### src/inc/reset_source_map.svh
`ifndef RESET_SOURCE_MAP_SVH
`define RESET_SOURCE_MAP_SVH
// Overview of operation
// - power-on reset clears the program counter to zero
// - power-on reset sets all port data and direction registers to ones
// - undervoltage reset always on in run modes; resets and sets its flag
// - supply-low shorter than the filter time is ignored
// - four valid threshold codes: 0x55, 0x33, 0x99, 0xAA
// - invalid threshold code resets after soft delay; register restored to 0x55
// - invalid threshold code sets the select fault flag
// - genuine low-supply reset preserves the threshold register
// - threshold register holds 0x55 after power-on
// - undervoltage detection disabled in sleep or idle
// - undervoltage flag sticky, cleared only by software writing zero
// - select fault flag sticky, cleared only by software writing zero
// - undervoltage flag is control bit 2, unknown at power-on; reset here loads zero
// - select fault flag is control bit 1, zero at power-on
// - control bits 6 and 3 read as zero
// - watchdog time-out in run mode is a full reset plus timeout flag
// - watchdog time-out in sleep or idle clears only pc and sp, sets timeout flag
// - timeout and powerdown flags zero at power-on, kept on undervoltage reset
// - sleep or idle watchdog reset leaves both flags at one
// - watchdog control fault flag is bit 0, set by hardware, cleared by software

// ----------------------------------------------------------------
// register byte addresses
// ----------------------------------------------------------------
`define UV_SEL_ADDR        12'h000
`define SYS_CTRL_ADDR      12'h004
`define STATUS_ADDR        12'h008

// ----------------------------------------------------------------
// fields and reset values
// ----------------------------------------------------------------
`define UV_SEL_POR         8'h55
`define UV_CODE_2V10       8'h55
`define UV_CODE_2V55       8'h33
`define UV_CODE_3V15       8'h99
`define UV_CODE_3V80       8'hAA
`define CTRL_IDLE_KEEP_BIT 7
`define CTRL_FREQ_LSB      4
`define CTRL_UVF_BIT       2
`define CTRL_SELF_BIT      1
`define CTRL_WDF_BIT       0
`define CTRL_RW_MASK       8'hB0
`define STAT_TO_BIT        0
`define STAT_PDF_BIT       1
`define PORT_POR           8'hFF

// ----------------------------------------------------------------
// timing
// ----------------------------------------------------------------
`define CLK_PERIOD_NS      10
`define UV_FILTER_NS       120
`define SOFT_RESET_NS      200
`define RESET_PULSE_CYC    4
`endif

### src/inc/reset_source_pkg.sv
package reset_source_pkg;
    typedef enum logic [3:0] {
        ST_RUN   = 4'b0001,
        ST_SOFTW = 4'b0010,
        ST_FULL  = 4'b0100,
        ST_WARM  = 4'b1000
    } seq_state_e;

    typedef enum logic [1:0] {
        CAUSE_NONE = 2'b00,
        CAUSE_UV   = 2'b01,
        CAUSE_SEL  = 2'b10,
        CAUSE_WDOG = 2'b11
    } cause_e;
endpackage

### src/inc/delay_if.sv
`timescale 1ns/100ps
interface delay_if;
    logic        start;
    logic        run;
    logic        done;
    logic [15:0] limit;
    modport owner (output start, output run, output limit, input done);
    modport timer (input start, input run, input limit, output done);
endinterface

### src/hw/delay_counter.sv
`timescale 1ns/100ps
module delay_counter (
    input  wire logic mclk_i,
    input  wire logic rst_i,
    delay_if.timer    dif
);
    logic [15:0] cnt_r;

    // ----------------------------------------------------------------
    // counter: restarts on start, holds at zero while run is low
    // ----------------------------------------------------------------
    always_ff @(posedge mclk_i) begin
        if (rst_i || !dif.run || dif.start) begin
            cnt_r <= 16'h0000;
        end else if (cnt_r != dif.limit) begin
            cnt_r <= cnt_r + 16'h0001;
        end
    end

    assign dif.done = dif.run && !dif.start && (cnt_r == dif.limit);
endmodule

### src/hw/reset_source_control.sv
`timescale 1ns/100ps
`include "reset_source_map.svh"
module reset_source_control
    import reset_source_pkg::*;
#(
    parameter int UV_FILTER_CYC  = (`UV_FILTER_NS + `CLK_PERIOD_NS - 1) / `CLK_PERIOD_NS,
    parameter int SOFT_RESET_CYC = (`SOFT_RESET_NS + `CLK_PERIOD_NS - 1) / `CLK_PERIOD_NS
) (
    input  wire logic        mclk_i,
    input  wire logic        rst_i,
    input  wire logic        hsel_i,
    input  wire logic [11:0] haddr_i,
    input  wire logic [1:0]  htrans_i,
    input  wire logic        hwrite_i,
    input  wire logic [2:0]  hsize_i,
    input  wire logic [31:0] hwdata_i,
    input  wire logic        hready_i,
    output logic      [31:0] hrdata_o,
    output logic             hreadyout_o,
    output logic             hresp_o,
    input  wire logic        supply_low_i,
    input  wire logic        sleep_mode_i,
    input  wire logic        wdog_timeout_i,
    input  wire logic        wdog_ctrl_fault_i,
    input  wire logic        halt_exec_i,
    input  wire logic        wdog_clear_i,
    output logic             full_reset_o,
    output logic             pc_sp_clear_o,
    output logic      [7:0]  port_data_o,
    output logic      [7:0]  port_dir_o,
    output logic             idle_sysclk_keep_o,
    output logic      [1:0]  fast_osc_freq_select_o
);
    // ----------------------------------------------------------------
    // state
    // ----------------------------------------------------------------
    seq_state_e  state_r;
    logic [7:0]  uv_threshold_select_r;
    logic [7:0]  ctrl_rw_r;
    logic        uv_reset_flag_r;
    logic        uv_select_fault_flag_r;
    logic        wdog_ctrl_fault_flag_r;
    logic        wdog_timeout_flag_r;
    logic        powerdown_flag_r;
    logic [2:0]  pulse_cnt_r;
    cause_e      cause_r;
    logic        uv_valid;
    logic        uv_event;
    logic        sel_event;
    logic        run_mode;

    delay_if uv_dif ();
    delay_if sel_dif ();

    // ----------------------------------------------------------------
    // ahb-lite slave, zero wait states
    // ----------------------------------------------------------------
    logic        wr_pend_r;
    logic        rd_pend_r;
    logic [11:0] addr_r;
    logic        ctrl_wr;
    logic        sel_wr;
    logic        stat_wr;
    logic [7:0]  wbyte;

    always_ff @(posedge mclk_i) begin
        if (rst_i) begin
            wr_pend_r <= 1'b0;
            rd_pend_r <= 1'b0;
            addr_r    <= 12'h000;
        end else if (hready_i) begin
            wr_pend_r <= hsel_i && htrans_i[1] && hwrite_i;
            rd_pend_r <= hsel_i && htrans_i[1] && !hwrite_i;
            addr_r    <= haddr_i;
        end
    end

    assign hreadyout_o = 1'b1;
    assign hresp_o     = 1'b0;
    assign wbyte       = hwdata_i[7:0];
    assign sel_wr      = wr_pend_r && (addr_r == `UV_SEL_ADDR);
    assign ctrl_wr     = wr_pend_r && (addr_r == `SYS_CTRL_ADDR);
    assign stat_wr     = wr_pend_r && (addr_r == `STATUS_ADDR);

    // read data from a register, loaded at the address phase
    always_ff @(posedge mclk_i) begin
        if (rst_i) begin
            hrdata_o <= 32'h0000_0000;
        end else if (hready_i && hsel_i && htrans_i[1] && !hwrite_i) begin
            unique case (haddr_i)
                `UV_SEL_ADDR:   hrdata_o <= {24'h00_0000, uv_threshold_select_r};
                `SYS_CTRL_ADDR: hrdata_o <= {24'h00_0000, ctrl_rw_r[7], 1'b0, ctrl_rw_r[5:4], 1'b0,
                                             uv_reset_flag_r, uv_select_fault_flag_r, wdog_ctrl_fault_flag_r};
                `STATUS_ADDR:   hrdata_o <= {30'h0000_0000, powerdown_flag_r, wdog_timeout_flag_r};
                default:        hrdata_o <= 32'h0000_0000;
            endcase
        end
    end

    // ----------------------------------------------------------------
    // event detection
    // ----------------------------------------------------------------
    assign run_mode = !sleep_mode_i;
    always_comb begin
        unique case (uv_threshold_select_r)
            `UV_CODE_2V10, `UV_CODE_2V55, `UV_CODE_3V15, `UV_CODE_3V80: uv_valid = 1'b1;
            default: uv_valid = 1'b0;
        endcase
    end

    // filter: supply-low must persist through the whole count
    assign uv_dif.start = 1'b0;
    assign uv_dif.run   = supply_low_i && run_mode && (state_r == ST_RUN || state_r == ST_SOFTW);
    assign uv_dif.limit = 16'(UV_FILTER_CYC);
    assign uv_event     = uv_dif.done;

    assign sel_dif.start = 1'b0;
    // the soft delay sleeps like the undervoltage filter, so a bad code cannot reset while asleep
    assign sel_dif.run   = !uv_valid && run_mode && (state_r == ST_RUN || state_r == ST_SOFTW);
    assign sel_dif.limit = 16'(SOFT_RESET_CYC);
    assign sel_event     = sel_dif.done;

    delay_counter u_uv_filter (
        .mclk_i (mclk_i),
        .rst_i  (rst_i),
        .dif    (uv_dif)
    );

    delay_counter u_soft_delay (
        .mclk_i (mclk_i),
        .rst_i  (rst_i),
        .dif    (sel_dif)
    );

    // ----------------------------------------------------------------
    // reset sequencer
    // ----------------------------------------------------------------
    always_ff @(posedge mclk_i) begin
        if (rst_i) begin
            state_r     <= ST_RUN;
            pulse_cnt_r <= 3'h0;
            cause_r     <= CAUSE_NONE;
        end else begin
            unique case (state_r)
                ST_RUN: begin
                    pulse_cnt_r <= 3'h0;
                    if (uv_event) begin
                        state_r <= ST_FULL;
                        cause_r <= CAUSE_UV;
                    end else if (wdog_timeout_i && run_mode) begin
                        state_r <= ST_FULL;
                        cause_r <= CAUSE_WDOG;
                    end else if (wdog_timeout_i) begin
                        state_r <= ST_WARM;
                        cause_r <= CAUSE_WDOG;
                    end else if (!uv_valid) begin
                        state_r <= ST_SOFTW;
                    end
                end
                ST_SOFTW: begin
                    // a pending soft reset must not hide a supply drop or a watchdog time-out
                    if (uv_event) begin
                        state_r <= ST_FULL;
                        cause_r <= CAUSE_UV;
                    end else if (wdog_timeout_i && run_mode) begin
                        state_r <= ST_FULL;
                        cause_r <= CAUSE_WDOG;
                    end else if (wdog_timeout_i) begin
                        state_r <= ST_WARM;
                        cause_r <= CAUSE_WDOG;
                    end else if (uv_valid) begin
                        state_r <= ST_RUN;
                    end else if (sel_event) begin
                        state_r <= ST_FULL;
                        cause_r <= CAUSE_SEL;
                    end
                end
                ST_FULL, ST_WARM: begin
                    pulse_cnt_r <= pulse_cnt_r + 3'h1;
                    if (pulse_cnt_r == 3'(`RESET_PULSE_CYC - 1)) begin
                        state_r <= ST_RUN;
                        cause_r <= CAUSE_NONE;
                    end
                end
            endcase
        end
    end

    assign full_reset_o  = rst_i || (state_r == ST_FULL);
    assign pc_sp_clear_o = full_reset_o || (state_r == ST_WARM);

    // last cycle of a reset pulse: everything else already initialised
    logic apply_cause;
    assign apply_cause = (state_r != ST_RUN) && (state_r != ST_SOFTW)
                         && (pulse_cnt_r == 3'(`RESET_PULSE_CYC - 1));

    // ----------------------------------------------------------------
    // port registers
    // ----------------------------------------------------------------
    always_ff @(posedge mclk_i) begin
        if (rst_i || state_r == ST_FULL) begin
            port_data_o <= `PORT_POR;
            port_dir_o  <= `PORT_POR;
        end
    end

    // ----------------------------------------------------------------
    // threshold select register
    // ----------------------------------------------------------------
    always_ff @(posedge mclk_i) begin
        if (rst_i) begin
            uv_threshold_select_r <= `UV_SEL_POR;
        end else if (state_r == ST_FULL && cause_r != CAUSE_UV) begin
            uv_threshold_select_r <= `UV_SEL_POR;
        end else if (sel_wr && state_r != ST_FULL) begin
            uv_threshold_select_r <= wbyte;
        end
    end

    // ----------------------------------------------------------------
    // control register
    // ----------------------------------------------------------------
    always_ff @(posedge mclk_i) begin
        if (rst_i || state_r == ST_FULL) begin
            ctrl_rw_r <= 8'h00;
        end else if (ctrl_wr) begin
            ctrl_rw_r <= wbyte & `CTRL_RW_MASK;
        end
    end
    assign idle_sysclk_keep_o     = ctrl_rw_r[`CTRL_IDLE_KEEP_BIT];
    assign fast_osc_freq_select_o = ctrl_rw_r[`CTRL_FREQ_LSB +: 2];

    // sticky flags: set wins over a software clear in the same cycle
    always_ff @(posedge mclk_i) begin
        if (rst_i) begin
            uv_reset_flag_r <= 1'b0; // unknown at power-on, zero chosen
        end else if (apply_cause && cause_r == CAUSE_UV) begin
            uv_reset_flag_r <= 1'b1;
        end else if (ctrl_wr && !wbyte[`CTRL_UVF_BIT]) begin
            uv_reset_flag_r <= 1'b0;
        end
    end

    always_ff @(posedge mclk_i) begin
        if (rst_i) begin
            uv_select_fault_flag_r <= 1'b0;
        end else if ((!uv_valid && state_r == ST_SOFTW) || (apply_cause && cause_r == CAUSE_SEL)) begin
            uv_select_fault_flag_r <= 1'b1;
        end else if (ctrl_wr && !wbyte[`CTRL_SELF_BIT]) begin
            uv_select_fault_flag_r <= 1'b0;
        end
    end

    always_ff @(posedge mclk_i) begin
        if (rst_i) begin
            wdog_ctrl_fault_flag_r <= 1'b0;
        end else if (wdog_ctrl_fault_i) begin
            wdog_ctrl_fault_flag_r <= 1'b1;
        end else if (ctrl_wr && !wbyte[`CTRL_WDF_BIT]) begin
            wdog_ctrl_fault_flag_r <= 1'b0;
        end
    end

    // ----------------------------------------------------------------
    // timeout and powerdown flags
    // ----------------------------------------------------------------
    always_ff @(posedge mclk_i) begin
        if (rst_i) begin
            wdog_timeout_flag_r <= 1'b0;
        end else if (apply_cause && cause_r == CAUSE_WDOG) begin
            wdog_timeout_flag_r <= 1'b1;
        end else if (wdog_clear_i || halt_exec_i || (stat_wr && !wbyte[`STAT_TO_BIT])) begin
            wdog_timeout_flag_r <= 1'b0;
        end
    end

    // a watchdog wake from sleep sets the powerdown flag, as halt does
    always_ff @(posedge mclk_i) begin
        if (rst_i) begin
            powerdown_flag_r <= 1'b0;
        end else if (halt_exec_i || (apply_cause && state_r == ST_WARM)) begin
            powerdown_flag_r <= 1'b1;
        end else if (wdog_clear_i) begin
            powerdown_flag_r <= 1'b0;
        end
    end
endmodule

### config.mk
export PLATFORM = sky130hd
export DESIGN_NAME = reset_source_control
export DESIGN_NICKNAME = d
export VERILOG_FILES = /design/src/inc/reset_source_pkg.sv /design/src/inc/delay_if.sv /design/src/hw/delay_counter.sv /design/src/hw/reset_source_control.sv
export VERILOG_INCLUDE_DIRS = /design/src /design/src/inc
export SDC_FILE = /design/constraint.sdc
export NUM_CORES = 1
export LEC_CHECK = 0
export BUFFER_PORTS_ARGS = -buffer_cell sky130_fd_sc_hd__buf_2
export CORE_AREA = 4 4 90 92
export CTS_CLUSTER_SIZE = 30
export DETAILED_ROUTE_END_ITERATION = 16
export DIE_AREA = 0 0 94 96
export GPL_TIMING_DRIVEN = 0
export HOLD_SLACK_MARGIN = 0.15
export PLACE_DENSITY = 0.83
export SYNTH_ARGS = -nofsm -noshare
export SYNTH_HDL_FRONTEND = slang
export SYNTH_SLANG_ARGS = --single-unit
### constraint.sdc
create_clock -name mclk_i -period 3.7 [get_ports mclk_i]
set_clock_uncertainty 0.1 [all_clocks]
set_input_delay 0.555 -clock mclk_i [delete_from_list [all_inputs] [get_ports mclk_i]]
set_output_delay 0.555 -clock mclk_i [all_outputs]
set_load 0.05 [all_outputs]
After elaboration in Yosys (flattened, before gate mapping)

Cells that the tools add are included.

Register bits after elaboration: 102
Output and inout port bits: 55
Word-level logic and storage cells: 140

Add/sub/neg operators: 3
Eq/ne operators: 30
Mux-type cells: 34
Reduce and logical (&&, ||, !) cells: 58

Operator list:

| kind                  | number |
|---|---|
| $mux 4                | 10 |
| $add 16x1->16 const B | 2 |
| $logic_and 1x1->1     | 28 |
| $eq 12x3->1 const B   | 2 |
| $eq 12x4->1 const B   | 2 |
| $logic_not 12->1      | 2 |
| $pmux 8 s3            | 1 |
| $mux 2                | 9 |
| $eq 16x4->1 const B   | 1 |
| $eq 16x5->1 const B   | 1 |
| $eq 8x8->1 const B    | 2 |
| $ne 16x4->1 const B   | 1 |
| $ne 16x5->1 const B   | 1 |
| $pmux 4 s3            | 1 |
| $reduce_bool 2->1     | 6 |
| $mux 1                | 11 |
| $ne 5x4->1 const B    | 2 |
| $logic_or 1x1->1      | 9 |
| $eq 8x6->1 const B    | 1 |
| $eq 8x7->1 const B    | 1 |
| $logic_not 1->1       | 8 |
| $ne 4x2->1 const B    | 2 |
| $ne 6x5->1 const B    | 1 |
| $pmux 2 s3            | 1 |
| other kinds (18)      | 20 |

Longest topological paths before layout

Word-level depth: 13
Mapped depth: 8
Gate-level depth less buffers: 8

By module

Synthesis repeated with hierarchy kept, for this count alone.

Cells, all modules: 513
Area, all modules: 4,529.3 µm²

By module, submodules not included:

| module               | times used | cells each | area each (µm²) | sequential area each (µm²) |
|---|---|---|---|---|
| reset_source_control | 1          | 281        | 2,547.4         | 920.9 |
| delay_counter        | 2          | 116        | 991.0           | 320.3 |

Worst setup path after synthesis

OpenSTA, ideal clock, no wires.

Path type: register to output
From: register state_r[3]
To: output full_reset_o
Arrival time: 1,588 ps
Setup slack: 1,457 ps
Stages on the path, launching flop included: 4
Buffers on the path: 1
Cell sequence: dfxtp_1 -> nor4b_1 -> or2_2 -> clkbuf_1

Word-level cells in the longest chain between the ends: 2

RTL lines:

| element                | RTL line                    | RTL |
|---|---|---|
| from (decl)            | reset_source_control.sv:37  | `seq_state_e state_r;` |
| from (signal assigned) | reset_source_control.sv:140 | `state_r <= ST_RUN;` |
| from (signal assigned) | reset_source_control.sv:148 | `state_r <= ST_FULL;` |
| from (signal assigned) | reset_source_control.sv:151 | `state_r <= ST_FULL;` |
| $eq 4x3->1             | reset_source_control.sv:189 | `assign full_reset_o = rst_i \|\| (state_r == ST_FULL);` |
| $logic_or 1x1->1       | reset_source_control.sv:189 |  |
| to (decl)              | reset_source_control.sv:27  | `output logic full_reset_o,` |

No other way between the ends.

Worst setup path after layout

Ends and elaborated chain as after synthesis.

==> impl_metrics.json <==
{
  "ant_nets": 0,
  "synth.ff_latch_count": 78,
  "netlist.area_leader.share_pct": 39.11,
  "rsz0062_at_grt": "false",
  "finalCritPeriodShare_pct": 77.54,
  "leakage_nw": 1.981,
  "tns_ns": 0,
  "clockBufferDepth": 2,
  "core_um2": 7214,
  "synth_ff_type": "dfxtp_1",
  "clkLatencyLatePin_ns": 0.35,
  "crit_type": "reg -> out",
  "finalMaxSlewViolations": 0,
  "ctsResizeCount": 0,
  "gp_congestion": 0.8148,
  "power_per_cell_area_nw_per_um2": 398.6,
  "die_x_um": 94,
  "grt_pass1_vias": 2857,
  "holdBufCountCts": 0,
  "ir_worst_vdd_v": 0.0002279,
  "grt_max_degree": 15,
  "worst_pin_slew_ns": 0.8566,
  "synth_seq_area_share_pct": 39.11,
  "wl_per_cell_um": 12.29,
  "synth_warnings": 0,
  "grt_pass1_wl_mm": 13.00,
  "post-route-min-period_ns": 2.869,
  "initial_core_util_pct": 55.34,
  "cp.arrival_ns": 2.21,
  "yosysMostFrequentCell": "nor2_1",
  "finish.utilization_pct": 65.24,
  "cts.htree.levels": 3,
  "setup-violations-final": 0,
  "drt_first_pass_iters": 4,
  "n_antenna_cell": 0,
  "cts_num_sinks": 78,
  "place_hpwl_mm": 5.985,
  "nets": 607,
  "syn_area_per_cell_um2": 8.912,
  "cp_max_fo": 6,
  "grt_overflow_total": 0,
  "grt.total_usage_pct": 18.12,
  "vias_per_cell": 4.958,
  "yosys.area.top_type": "dfxtp_1",
  "drv_cap": 0,
  "status": "completed",
  "syn_area_um2": 3993,
  "die_h_um": 96,
  "drtIter0Drc": 115,
  "start_kind": "register",
  "antenna_found_initial": 0,
  "drive_gt1_share_pct": 22.71,
  "async_flop_share_pct": 0,
  "vias": 3198,
  "cts_setup_buffers": 0,
  "drc_errors": 0,
  "ys_top_cells_by_area": "dfxtp_1 39%, buf_4 7.9%, nor2_1 7.8%",
  "timing.fmax_mhz": 348.6,
  "finalHoldViolCount": 0,
  "portBuffers": 42,
  "synthTopCellsByCount": "83 x nor2_1, 78 x dfxtp_1, 42 x buf_4",
  "clockRootBuffer": "clkbuf_8",
  "fill_cells": 616,
  "io_pins": 115,
  "wl_mm": 7.927,
  "worstPathRequired_ns": 3.04,
  "cts_tree": "built",
  "area_growth_pct": 17.89,
  "hold_class": "in -> reg",
  "synth_edf_count": 0,
  "slew_headroom_pct": 42.09,
  "endpoint_kind": "output port",
  "cts.clk_slew.worst_paths_ns": 0.09,
  "rows": 31,
  "synth_cell_types": 59,
  "syn_inst": 448,
  "cts_made_buffers": 9,
  "fp.dieArea_um2": 9024
}
critical path, cell delays in order (launching register included):
cell and delay (ns):
dfxtp_1 0.37, nor4b_1 0.67, or2_2 0.22, clkbuf_1 0.27
buf_2 0.33
path summary, 6_finish.rpt:
kind	from	slack, ns	cells past startpoint	endpoint
setup reg to reg	u_uv_filter.cnt_r[0]	1.41	8	cause_r[1]
setup / recovery	state_r[3]	0.83	4	full_reset_o
hold / removal	hwdata_i[6]	0.33	3	uv_threshold_select_r[6]
hold reg to reg	pulse_cnt_r[1]	0.38	2	pulse_cnt_r[1]
state kept, by name, summed over array words and instances, names as in the netlist:
| name | count |
|---|---|
| uv_threshold_select_r | 8 |
| addr_r | 12 |
| cause_r | 2 |
| uv_reset_flag_r | 1 |
| state_r | 4 |
| hrdata_o | 8 |
| pulse_cnt_r | 3 |
| u_uv_filter.cnt_r | 16 |
| wdog_timeout_flag_r | 1 |
| wr_pend_r | 1 |
| powerdown_flag_r | 1 |
| ctrl_rw_r | 3 |
| wdog_ctrl_fault_flag_r | 1 |
| uv_select_fault_flag_r | 1 |
| u_soft_delay.cnt_r | 16 |
power breakdown:
group	internal (W)	leakage [nW]	switching (W)
logic	0.0000890	1.24	0.000188
clock network	0.000401	0.109	0.000319
registers	0.000860	0.633	0.0000183
cells in the final DEF (no fill, tap or decap), types with 4 or more instances in the layout:
| cell | synthesis | layout |
|---|---|---|
| and3_1 | 7 | 7 |
| o21ai_0 | 8 | 8 |
| and4bb_1 | 4 | 4 |
| conb_1 | 2 | 42 |
| a21oi_1 | 15 | 15 |
| clkbuf_8 | 0 | 10 |
| nand4_1 | 8 | 8 |
| ha_1 | 6 | 6 |
| nand4b_1 | 4 | 4 |
| nand2b_1 | 5 | 5 |
| xor2_1 | 22 | 22 |
| a22oi_1 | 4 | 4 |
| buf_4 | 42 | 42 |
| inv_1 | 11 | 11 |
| dfxtp_1 | 78 | 78 |
| clkbuf_1 | 8 | 8 |
| buf_2 | 2 | 44 |
| nor2_1 | 83 | 83 |
| mux2i_1 | 30 | 30 |
| nand2_1 | 27 | 27 |
| a31oi_1 | 4 | 4 |
| nand3_1 | 16 | 16 |
| xnor2_1 | 9 | 9 |
layer usage:
layer / part of all wire (%) / global-route usage, % / vias up / wire length (um)
met5: 0 / 0 / - / 0
met4: 0.88 / 5.054 / 0 / 70
met3: 6.3 / 5.864 / 6 / 499
met2: 48 / 30.93 / 81 / 3793
met1: 45 / 21.96 / 1463 / 3563
li1: - / - / 1648 / -
layout make-up:
class	instances	area (um^2)	area share, %
Timing Repair Buffer	42	210.2	4.466
Clock inverter	6	92.59	1.967
Clock buffer	10	137.6	2.924
Buffer	55	374.1	7.948
Inverter	11	41.29	0.8772
Sequential cell	78	1562	33.17
Multi-Input combinational cell	344	2166	46.01
Tap cell	99	123.9	2.632
kinds of logic after synthesis:
kind of cell	count (synthesis)	share of synthesized area, %
adder cells (fa/ha/maj)	6	1.880
AND/OR/NAND/NOR	192	26.48
flip-flops	78	39.11
XOR/XNOR	31	6.800
multiplexers	30	7.521
buffers and inverters	66	10.40
other	2	0.1881
AO/OA/AOI/OAI	43	7.615
stage by stage:
stage,hold slack [ns],instance area (um^2),instances,setup WS (ns),total power (W)
finish,0.3253,4707,645,0.8311,0.001876
global route,0.3049,4707,645,0.6718,0.001950
CTS,0.3060,4707,645,0.8354,0.001888
detailed placement,0.3654,4477,629,1.239,0.001170
global placement,0.3600,4477,629,1.272,0.001164
floorplan,0.3407,4143,488,1.457,0.001121
Power figures use the tool's default switching activity.
